## src/fss_pkg.sv

```systemverilog
// Shared constants and carrier types for the filter sync settling timer.
package fss_pkg;

  // ----------------------------------------------------------------------
  // Register map
  // ----------------------------------------------------------------------
  localparam int ADDR_W = 8;
  localparam int DATA_W = 32;
  localparam logic [ADDR_W-1:0] OFS_CTRL = 8'h00;
  localparam logic [ADDR_W-1:0] OFS_STATUS = 8'h04;
  localparam logic [ADDR_W-1:0] OFS_COUNT = 8'h08;
  localparam logic [ADDR_W-1:0] OFS_FIRST = 8'h0C;
  localparam logic [ADDR_W-1:0] OFS_SETTLE_A = 8'h10;
  localparam logic [ADDR_W-1:0] OFS_SETTLE_B = 8'h14;

  // ----------------------------------------------------------------------
  // Control field layout
  // ----------------------------------------------------------------------
  localparam int CTRL_DIV_LO = 0;
  localparam int CTRL_FILT_BIT = 2;
  localparam int CTRL_BUSED_BIT = 3;
  localparam int CTRL_DECA_LO = 4;
  localparam int CTRL_DECB_LO = 8;
  localparam logic [DATA_W-1:0] CTRL_RESET = 32'h0000_0000;

  // ----------------------------------------------------------------------
  // Field encodings
  // ----------------------------------------------------------------------
  localparam logic [1:0] DIV4 = 2'h0;
  localparam logic [1:0] DIV8 = 2'h1;
  localparam logic [1:0] DIV16 = 2'h2;
  localparam logic [1:0] DIV32 = 2'h3;
  localparam logic WBAND = 1'h0;
  localparam logic SINC5 = 1'h1;
  localparam logic [2:0] D32 = 3'h0;
  localparam logic [2:0] D64 = 3'h1;
  localparam logic [2:0] D128 = 3'h2;
  localparam logic [2:0] D256 = 3'h3;
  localparam logic [2:0] D512 = 3'h4;
  localparam logic [2:0] D1024 = 3'h5;
  localparam int DIV_SHIFT_BASE = 2;
  localparam int DEC_SHIFT_BASE = 5;

  // ----------------------------------------------------------------------
  // Delay widths
  // ----------------------------------------------------------------------
  localparam int CNT_W = 24;
  localparam logic [CNT_W-1:0] CNT_MAX = 24'hFF_FFFF;
  localparam logic [CNT_W-1:0] CNT_ONE = 24'h00_0001;
  localparam logic [CNT_W-1:0] CNT_ZERO = 24'h00_0000;

  typedef struct packed {
    logic [2:0] dec_b;
    logic [2:0] dec_a;
    logic b_used;
    logic filt;
    logic [1:0] div;
  } fss_cfg_s;

  typedef struct packed {
    logic valid;
    logic [CNT_W-1:0] first;
    logic [CNT_W-1:0] settle_a;
    logic [CNT_W-1:0] settle_b;
  } fss_delay_s;

endpackage

```

## src/fss_timer.sv

```systemverilog
// Sync-restart and settling-delay timer for the decimation filters.
//
// What the document requires
// Sync rising edge restarts all decimation filters.
// Host resyncs after power-up and reconfiguration.
// First and settled results follow fixed delays.
// Count master clocks from first edge after sync.
// Wideband div4 32/64: first result at 758.
// Same setup settles at 8822 and 17014.
// Separate delay sets for single and mixed groups.
// Host trusts data only after group settles.
//
// Added by the designer: the address map and the address-and-strobe port.
module fss_timer
  import fss_pkg::*;
#(
  parameter int P_DELAY_SHIFT = 0
) (
  // Clock and reset
  input wire logic i_clk,
  input wire logic i_resetn,
  // Sync pin
  input wire logic i_sync,
  // Register port
  input wire logic [ADDR_W-1:0] i_addr,
  input wire logic [DATA_W-1:0] i_wdata,
  input wire logic i_wr,
  input wire logic i_rd,
  output logic [DATA_W-1:0] o_rdata,
  // Filter timing outputs
  output logic o_filter_restart,
  output logic o_data_ready_strobe,
  output logic o_settled_a,
  output logic o_settled_b,
  output logic o_cfg_err
);

  // ----------------------------------------------------------------------
  // Delay table
  // ----------------------------------------------------------------------
  // The table holds only the configurations whose delays are known; any
  // other setting is flagged and produces no data-ready strobes after its sync edge,
  // rather than guessing a delay that could mislead the host.
  function automatic fss_delay_s ent(input int f, input int a, input int b);
    fss_delay_s r;
    r.valid = 1'b1;
    r.first = CNT_W'(f);
    r.settle_a = CNT_W'(a);
    r.settle_b = CNT_W'(b);
    return r;
  endfunction

  function automatic fss_delay_s lookup(input fss_cfg_s c);
    fss_delay_s r;
    r = '0;
    if (!c.b_used) begin
      case ({c.div, c.filt, c.dec_a})
        {DIV4, WBAND, D32}: r = ent(336, 8400, 0);
        {DIV4, WBAND, D64}: r = ent(620, 16748, 0);
        {DIV4, WBAND, D128}: r = ent(1187, 33443, 0);
        {DIV4, WBAND, D256}: r = ent(2325, 66837, 0);
        {DIV4, WBAND, D512}: r = ent(4601, 133625, 0);
        {DIV4, WBAND, D1024}: r = ent(9153, 267201, 0);
        {DIV8, WBAND, D32}: r = ent(656, 16784, 0);
        {DIV8, WBAND, D64}: r = ent(1225, 33481, 0);
        {DIV8, WBAND, D128}: r = ent(2359, 66871, 0);
        {DIV8, WBAND, D256}: r = ent(4635, 133659, 0);
        {DIV8, WBAND, D512}: r = ent(9187, 267235, 0);
        {DIV8, WBAND, D1024}: r = ent(18291, 534387, 0);
        {DIV32, WBAND, D32}: r = ent(2587, 67099, 0);
        {DIV32, WBAND, D64}: r = ent(4855, 133879, 0);
        {DIV32, WBAND, D128}: r = ent(9391, 267439, 0);
        {DIV32, WBAND, D256}: r = ent(18495, 534591, 0);
        {DIV32, WBAND, D512}: r = ent(36703, 1068895, 0);
        {DIV32, WBAND, D1024}: r = ent(73119, 2137503, 0);
        {DIV4, SINC5, D32}: r = ent(199, 839, 0);
        {DIV4, SINC5, D64}: r = ent(327, 1607, 0);
        {DIV4, SINC5, D128}: r = ent(583, 3143, 0);
        {DIV4, SINC5, D256}: r = ent(1095, 6215, 0);
        {DIV4, SINC5, D512}: r = ent(2119, 12359, 0);
        {DIV4, SINC5, D1024}: r = ent(4167, 24647, 0);
        default: r = '0;
      endcase
    end else begin
      case ({c.div, c.filt, c.dec_a, c.dec_b})
        {DIV4, WBAND, D32, D32}: r = ent(758, 8822, 8822);
        {DIV4, WBAND, D32, D64}: r = ent(758, 8822, 17014);
        {DIV4, WBAND, D32, D128}: r = ent(758, 8822, 33526);
        {DIV4, WBAND, D32, D256}: r = ent(758, 8822, 66934);
        {DIV4, WBAND, D32, D512}: r = ent(758, 8822, 133622);
        {DIV4, WBAND, D32, D1024}: r = ent(758, 8822, 267253);
        {DIV4, WBAND, D64, D32}: r = ent(759, 17015, 8823);
        {DIV4, WBAND, D128, D32}: r = ent(760, 33528, 8824);
        {DIV4, WBAND, D256, D32}: r = ent(762, 66938, 8826);
        {DIV4, WBAND, D512, D32}: r = ent(782, 133646, 8846);
        {DIV4, WBAND, D1024, D32}: r = ent(806, 267302, 8870);
        {DIV8, WBAND, D32, D32}: r = ent(820, 16948, 16948);
        {DIV8, WBAND, D32, D64}: r = ent(820, 16948, 33588);
        {DIV8, WBAND, D32, D128}: r = ent(820, 16948, 66868);
        {DIV8, WBAND, D32, D256}: r = ent(820, 16948, 133684);
        {DIV8, WBAND, D32, D512}: r = ent(820, 16948, 267316);
        {DIV8, WBAND, D32, D1024}: r = ent(820, 16948, 534580);
        {DIV8, WBAND, D64, D32}: r = ent(822, 33590, 16950);
        {DIV8, WBAND, D128, D32}: r = ent(824, 66872, 16952);
        {DIV8, WBAND, D256, D32}: r = ent(844, 133708, 16972);
        {DIV8, WBAND, D512, D32}: r = ent(836, 267332, 16964);
        {DIV8, WBAND, D1024, D32}: r = ent(852, 534612, 16980);
        {DIV32, WBAND, D32, D32}: r = ent(2587, 67099, 67099);
        {DIV32, WBAND, D32, D64}: r = ent(2587, 67099, 134683);
        {DIV32, WBAND, D32, D128}: r = ent(2587, 67099, 267803);
        {DIV32, WBAND, D32, D256}: r = ent(2587, 67099, 535067);
        {DIV32, WBAND, D32, D512}: r = ent(2587, 67099, 1069595);
        {DIV32, WBAND, D32, D1024}: r = ent(2587, 67099, 2137627);
        {DIV32, WBAND, D64, D32}: r = ent(2587, 134683, 67099);
        {DIV32, WBAND, D128, D32}: r = ent(2587, 267803, 67099);
        {DIV32, WBAND, D256, D32}: r = ent(2587, 535067, 67099);
        {DIV32, WBAND, D512, D32}: r = ent(2587, 1069595, 67099);
        {DIV32, WBAND, D1024, D32}: r = ent(2587, 2137627, 67099);
        {DIV4, SINC5, D32, D32}: r = ent(199, 839, 839);
        {DIV4, SINC5, D32, D64}: r = ent(199, 839, 1607);
        default: r = '0;
      endcase
    end
    return r;
  endfunction

  // Shortens a tabulated delay for simulation; never below one cycle.
  function automatic logic [CNT_W-1:0] scale(input logic [CNT_W-1:0] d);
    logic [CNT_W-1:0] s;
    s = d >> P_DELAY_SHIFT;
    if (s == CNT_ZERO) begin
      s = CNT_ONE;
    end
    return s;
  endfunction

  // ----------------------------------------------------------------------
  // Configuration and lookup
  // ----------------------------------------------------------------------
  logic [DATA_W-1:0] ctrl;
  logic [DATA_W-1:0] next_ctrl;
  fss_cfg_s cfg;
  fss_delay_s dly;
  logic [CNT_W-1:0] first_d;
  logic [CNT_W-1:0] set_a_d;
  logic [CNT_W-1:0] set_b_d;
  logic [2:0] dec_fast;
  logic [CNT_W-1:0] odr_period;

  always_comb begin
    cfg.div = ctrl[CTRL_DIV_LO +: 2];
    cfg.filt = ctrl[CTRL_FILT_BIT];
    cfg.b_used = ctrl[CTRL_BUSED_BIT];
    cfg.dec_a = ctrl[CTRL_DECA_LO +: 3];
    cfg.dec_b = ctrl[CTRL_DECB_LO +: 3];
    dly = lookup(cfg);
    first_d = scale(dly.first);
    set_a_d = scale(dly.settle_a);
    set_b_d = scale(dly.settle_b);
    // Data-ready follows the faster of the two groups once running.
    dec_fast = cfg.dec_a;
    if (cfg.b_used && (cfg.dec_b < cfg.dec_a)) begin
      dec_fast = cfg.dec_b;
    end
    odr_period = scale(CNT_ONE << (DIV_SHIFT_BASE + int'(cfg.div) +
                                   DEC_SHIFT_BASE + int'(dec_fast)));
  end

  // ----------------------------------------------------------------------
  // Sync edge and settling counter
  // ----------------------------------------------------------------------
  typedef enum logic [1:0] {
    ST_IDLE,
    ST_WAIT_FIRST,
    ST_RUN
  } fss_state_e;

  fss_state_e state;
  fss_state_e next_state;
  logic sync_prev;
  logic [CNT_W-1:0] count;
  logic [CNT_W-1:0] next_count;
  logic [CNT_W-1:0] phase;
  logic [CNT_W-1:0] next_phase;
  logic next_restart;
  logic next_strobe;
  logic next_set_a;
  logic next_set_b;
  logic sync_rise;

  assign sync_rise = i_sync && !sync_prev;

  always_comb begin
    next_state = state;
    next_count = count;
    next_phase = phase;
    next_restart = 1'b0;
    next_strobe = 1'b0;
    next_set_a = o_settled_a;
    next_set_b = o_settled_b;
    if (sync_rise) begin
      // History before the edge is dropped: counter and flags start over.
      next_restart = 1'b1;
      next_count = CNT_ONE;
      next_phase = CNT_ZERO;
      next_set_a = 1'b0;
      next_set_b = 1'b0;
      next_state = dly.valid ? ST_WAIT_FIRST : ST_IDLE;
    end else begin
      if (state != ST_IDLE && count != CNT_MAX) begin
        next_count = count + CNT_ONE;
      end
      case (state)
        ST_IDLE: begin
          next_state = ST_IDLE;
        end
        ST_WAIT_FIRST: begin
          if (count == first_d) begin
            next_strobe = 1'b1;
            // Reloading the full period makes the next strobe land exactly
            // one output period later, as phase counts down to one.
            next_phase = odr_period;
            next_state = ST_RUN;
          end
        end
        ST_RUN: begin
          if (phase == CNT_ONE) begin
            next_strobe = 1'b1;
            next_phase = odr_period;
          end else begin
            next_phase = phase - CNT_ONE;
          end
        end
        default: begin
          next_state = ST_IDLE;
        end
      endcase
      if (state != ST_IDLE && count == set_a_d) begin
        next_set_a = 1'b1;
      end
      if (state != ST_IDLE && cfg.b_used && count == set_b_d) begin
        next_set_b = 1'b1;
      end
    end
  end

  always_ff @(posedge i_clk or negedge i_resetn) begin
    if (!i_resetn) begin
      state <= ST_IDLE;
      sync_prev <= 1'b0;
      count <= CNT_ZERO;
      phase <= CNT_ZERO;
      o_filter_restart <= 1'b0;
      o_data_ready_strobe <= 1'b0;
      o_settled_a <= 1'b0;
      o_settled_b <= 1'b0;
    end else begin
      state <= next_state;
      sync_prev <= i_sync;
      count <= next_count;
      phase <= next_phase;
      o_filter_restart <= next_restart;
      o_data_ready_strobe <= next_strobe;
      o_settled_a <= next_set_a;
      o_settled_b <= next_set_b;
    end
  end

  // ----------------------------------------------------------------------
  // Register port
  // ----------------------------------------------------------------------
  // A control write does not restart the timer; the host is expected to
  // give a fresh sync edge after any reconfiguration.
  logic [DATA_W-1:0] next_rdata;
  logic next_cfg_err;

  always_comb begin
    next_ctrl = ctrl;
    next_rdata = '0;
    if (i_wr && i_addr == OFS_CTRL) begin
      next_ctrl = i_wdata;
    end
    if (i_rd) begin
      case (i_addr)
        OFS_CTRL: next_rdata = ctrl;
        OFS_STATUS: next_rdata = {27'h000_0000, state == ST_RUN,
                                  o_settled_b, o_settled_a, !dly.valid,
                                  state != ST_IDLE};
        OFS_COUNT: next_rdata = {8'h00, count};
        OFS_FIRST: next_rdata = {8'h00, first_d};
        OFS_SETTLE_A: next_rdata = {8'h00, set_a_d};
        OFS_SETTLE_B: next_rdata = {8'h00, set_b_d};
        default: next_rdata = '0;
      endcase
    end
    next_cfg_err = !dly.valid;
  end

  always_ff @(posedge i_clk or negedge i_resetn) begin
    if (!i_resetn) begin
      ctrl <= CTRL_RESET;
      o_rdata <= '0;
      o_cfg_err <= 1'b0;
    end else begin
      ctrl <= next_ctrl;
      o_rdata <= next_rdata;
      o_cfg_err <= next_cfg_err;
    end
  end

endmodule

```

## config.mk

```make
export PLATFORM = sky130hd
export DESIGN_NAME = fss_timer
export DESIGN_NICKNAME = d
export VERILOG_FILES = /design/src/fss_pkg.sv /design/src/fss_timer.sv
export SDC_FILE = /design/constraint.sdc
export NUM_CORES = 1
export LEC_CHECK = 0
export BUFFER_PORTS_ARGS = -buffer_cell sky130_fd_sc_hd__buf_2
export CAP_MARGIN = 20
export CORE_ASPECT_RATIO = 0.6
export CORE_MARGIN = 2
export CORE_UTILIZATION = 30
export CTS_BUF_LIST = sky130_fd_sc_hd__clkbuf_16
export DETAILED_ROUTE_END_ITERATION = 10
export PLACE_DENSITY_LB_ADDON = 0.12
export SLEW_MARGIN = 0
export SYNTH_ARGS = -nofsm -noshare
export SYNTH_HDL_FRONTEND = slang
export SYNTH_MEMORY_MAX_BITS = 65536
export SYNTH_SLANG_ARGS = --single-unit
```

## constraint.sdc

```tcl
create_clock -name i_clk -period 9.2 [get_ports i_clk]
set_input_delay 2.3 -clock i_clk [delete_from_list [all_inputs] [get_ports i_clk]]
set_output_delay 2.3 -clock i_clk [all_outputs]
set_load 0.01 [all_outputs]
```

# Yosys cells after proc, flatten, opt, wreduce, memory -nomap -nowiden
# Memory sizes are Yosys's and may differ from the RTL's.
# Cells that the tools add are included.
# classes
muxes,28
n_eq_ne,48
shifts,1
add_sub_neg,5
magnitude_cmp,1
reduce_logical,22
# ops
op,count
$pmux W73 S35,1
$mux W24,9
$pmux W32 S6,1
$eq A9 B8 Y1 const B,11
$eq A9 B9 Y1 const B,11
$logic_not A24 Y1,4
$mux W73,1
$eq A24 B24 Y1,3
$pmux W24 S2,1
$mux W32,1
$add A24 B1 Y24 const B,1
$eq A24 B1 Y1 const B,1
$ne A24 B24 Y1 const B,1
$shl A1 B5 Y24 const A,1
$sub A24 B1 Y24 const B,1
$eq A9 B2 Y1 const B,2
$eq A9 B3 Y1 const B,2
$eq A9 B5 Y1 const B,2
$eq A9 B6 Y1 const B,2
$eq A9 B7 Y1 const B,2
$eq A8 B4 Y1 const B,2
$eq A8 B5 Y1 const B,2
$eq A9 B1 Y1 const B,1
$eq A9 B4 Y1 const B,1
other kinds (21),41
# word_totals
register_bits,120
inputBits,45
wordCells,117
romBits,2560
memories,1
# memory_table
memory,depth,width,rd,rd_ports_with_merged_regs,wr,line_no,text
(name not given),64,40,1,0,0,fss_timer.sv:57,"case ({c.div, c.filt, c.dec_a})"

# Logic depth before layout (Yosys ltp)
# logic_depth
ltp_word,10
depth_mapped,18
mapped_depth_nobuf,16

# Worst setup path before layout
# Ideal clock, no wire load.
# synth_timing
path_type,input-to-reg
startpoint,input port i_addr[0]
endpoint,register ctrl[10]
setup_slack_ns,4.715
stages,7
t_arrival_ns,4.360
required_time_ns,9.075
setup_time_ns,0.125
path_buffers,2
path_cell_list,or4_1 -> or3_1 -> clkbuf_1 -> nor2_1 -> nand3_1 -> buf_1 -> mux2_2
# synth_between
elab_chain_cells,2
# synth_lines
item,line_no,text
start: declaration,fss_timer.sv:25,"input wire logic [ADDR_W-1:0] i_addr,"
$logic_not A8 Y1,fss_timer.sv:280,if (i_wr && i_addr == OFS_CTRL) begin
$logic_and A1 B1 Y1,fss_timer.sv:280,
end signal: assignment,fss_timer.sv:305,ctrl <= next_ctrl;
end: declaration,fss_timer.sv:140,logic [DATA_W-1:0] ctrl;
# Every way passes these cells.
# A chain may end at the register's enable or synchronous reset.

# Worst setup path after layout
# layout_timing
startpoint,register ctrl[6]
endpoint,register phase[23]
# layout_between
elab_chain_cells,10
word_cells_on_any_way,54
# layout_lines
item,line_no,text
$lt A3 B3 Y1,fss_timer.sv:162,if (cfg.b_used && (cfg.dec_b < cfg.dec_a)) begin
$logic_and A1 B1 Y1,fss_timer.sv:162,
$mux W3,fss_timer.sv:162,
$add A4 B3 Y5,fss_timer.sv:166,DEC_SHIFT_BASE + int'(dec_fast)));
$shl A1 B5 Y24,fss_timer.sv:165,odr_period = scale(CNT_ONE << (DIV_SHIFT_BASE + int'(cfg.div) +
$logic_not A24 Y1,fss_timer.sv:131,if (s == CNT_ZERO) begin
$mux W24,fss_timer.sv:131,
"$mux W24, on equally long branches","fss_timer.sv:227, fss_timer.sv:218",
$pmux W24 S2,fss_timer.sv:213,case (state)
$mux W24,fss_timer.sv:201,if (sync_rise) begin
end signal: assignment,fss_timer.sv:261,phase <= next_phase;
end: declaration,fss_timer.sv:183,logic [CNT_W-1:0] phase;
# Several ways; a longest one is shown, not always the timed one. The select of a mux whose other input is x is not followed.

==> flow_summary.toml <==
[layout]
fin_util_pct = 35.06
insertedDiodeCount = 0
syn_to_final_growth_pct = 14.36
drive_gt1_share_pct = 17.20
fin_cells = 1796
fin_area_mm2 = 0.01191
final_nets = 1393

[placement]
placed_cell_area_mm2 = 0.01124
dp.cells = 1763
place_congestion = 1.004
port_buffers = 81
hpwl_um = 34270

[synthesis]
synth_fp_nets = 1356
yosysTopAreaCellShare_pct = 28.84
synthArstFlopShare_pct = 100.0
yosys.cell_count.top_type = "nor2_1"
ys_types = 92
synth_ff_type = "dfrtp_1"
syn_avg_cell_area_um2 = 8.091
synth_top_cell_by_area = "dfrtp_1"
postSynthCellCount = 1287
netlist_top_cells_count = "nor2_1 (122), dfrtp_1 (120), nand2_1 (111), a21oi_1 (78), o21ai_0 (72)"
yosys_warnings = 0
synth_area_leaders = "dfrtp_1 (29%), mux2_2 (4.4%), nor2_1 (4.4%)"
syn-cell-area_mm2 = 0.01041
synth_edf_count = 0
ys_seq_elements = 120
ys_seq_area_share_pct = 28.84

[pwr]
p_leak_nw = 5.083
peakVddDrop_mv = 0.1309
power_per_cell_area_mw_per_mm2 = 144.9

[grt]
grt-ovfl-total = 0
grt_max_degree = 62
grt_pass1_wl_um = 68320
antenna_found_initial = 1
grt_pass1_vias = 10170
track_usage_pct = 25.34

[routing]
drc = 0
antenna_left = 0
drt_iter0_drc = 1367
route.final.wire_length_um = 45590
viasPerCell = 6.021
via_count = 10810
detail_route.wl_per_cell_um = 25.38
firstDrtPassIters = 6

[floorplanning]
start_util_pct = 30.66
die_x_um = 244.5
pin_count = 82
die_h_um = 148.3
core_area_mm2 = 0.03396
die_area_mm2 = 0.03626
fp-row-count = 52

[timing]
finalHoldViolCount = 0
min_period_ps = 5569
rsz0062_at_grt = "no"
setup_viol = 0
max-slew-margin-rel_pct = 26.20
slew_violations = 0
fmax_mhz = 179.6
fin_crit_sh_pct = 60.53
tightest_slew_ps = 1100
clock_skew_ps = 23.17
setup_tns_ps = 0

[cts]
clk_pin_slew_ps = 70
cts_root_buffer = "clkbuf_16"
postCtsSetupRepairBufs = 0
cts_buffer_depth = 2
h-tree-depth = 4
cts_sinks = 120
cts_tree = "done"
cts_hold_buf = 0
cts_resized = 0
numCtsBuffers = 17
clock_latency_ps = 450

[critical_path]
crit_type = "reg2reg"
cp.required_ps = 9460
worstSetupEndpointType = "register"
crit_fanout = 45
start_kind = "register"
arrival_ps = 5830

[run_status]
status = "complete, no violations"

[hold_path]
hp-class = "reg2reg"

[flow_run]
cap_violations = 0
## path summary, 6_finish.rpt
kind	slack, ps	start	end	cells past startpoint
max in group asynchronous	6090	i_resetn	count[13]$_DFFE_PN0P_	2
min in group asynchronous	1850	i_resetn	ctrl[10]$_DFFE_PN0P_	1
worst min-delay path	470	ctrl[28]$_DFFE_PN0P_	o_rdata[28]$_DFF_PN0_	1
worst min register to register	470	ctrl[28]$_DFFE_PN0P_	o_rdata[28]$_DFF_PN0_	1
worst max-delay path	3630	ctrl[6]$_DFFE_PN0P_	phase[23]$_DFFE_PN0P_	13
worst max register to register	3630	ctrl[6]$_DFFE_PN0P_	phase[23]$_DFFE_PN0P_	13
## cells by family after synthesis
logic type	after synthesis	synth area share (%)
mux	84	8.688
compound gates	347	23.19
simple gates	513	25.50
flops	120	28.84
fa+ha+maj	24	2.956
xor+xnor	62	5.287
buf+inv	137	5.539
## metal layers
metal  global-route usage (%)  up-vias  wire length [um]
met3                    8.372       59              4996
met2                    31.55      589             16700
li1                         -     4836                 -
met1                    39.58     5325             22880
met4                    7.500        4               952
met5                    1.070        -                63
## where the power goes
| part | internal, mW | switching (mW) |
|---|---|---|
| clock | 0.460 | 0.288 |
| combinational | 0.138 | 0.282 |
| sequential | 0.538 | 0.0184 |
## critical path, cell delays in order, from the launching register on
cell	delay, ps
dfrtp_1	360
buf_4	280
inv_1	360
ha_1	220
buf_4	270
nor4b_1	600
nand2_1	440
nand3_1	260
and2_1	210
xnor2_1	150
nor4bb_1	940
nand4bb_1	510
nor2_1	550
o221ai_1	200
## state kept, by name (all words and copies together), names as in the netlist
| register | cells |
|---|---|
| ctrl | 32 |
| o_rdata | 32 |
| count | 24 |
| phase | 24 |
| state | 2 |
| o_cfg_err | 1 |
| o_data_ready_strobe | 1 |
| o_filter_restart | 1 |
| o_settled_a | 1 |
| o_settled_b | 1 |
| sync_prev | 1 |
## metrics by stage
stage | hold WS, ps | power, mW | setup slack [ps]
CTS | 473.1 | 1.727 | 3865
global placement | 456.3 | 0.9729 | 3535
floorplan | 447.4 | 0.8210 | 4715
detailed placement | 459.4 | 0.9665 | 3896
global route | 488.4 | 1.796 | 3210
finish | 466.1 | 1.725 | 3631
## area by class of cell
class | count | area (um2)
inverter | 40 | 150.1
clock inverter | 15 | 216.5
sequential | 120 | 3004
tap | 459 | 574.3
fill | 3583 | 22050
multi-input combinational | 1030 | 6838
clock buffer | 17 | 425.4
timing repair buffer | 115 | 699.4
## layout by cell type (no fill, tap or decap), types with 41 or more instances in the layout
cell and count:
a21oi_1 78, buf_2 80, dfrtp_1 119, mux2_2 41
mux2i_1 42, nand2_1 111, nand3_1 48, nor2_1 122
nor3_1 44, o21ai_0 72, xnor2_1 41
(Power assumes the default switching activity.)
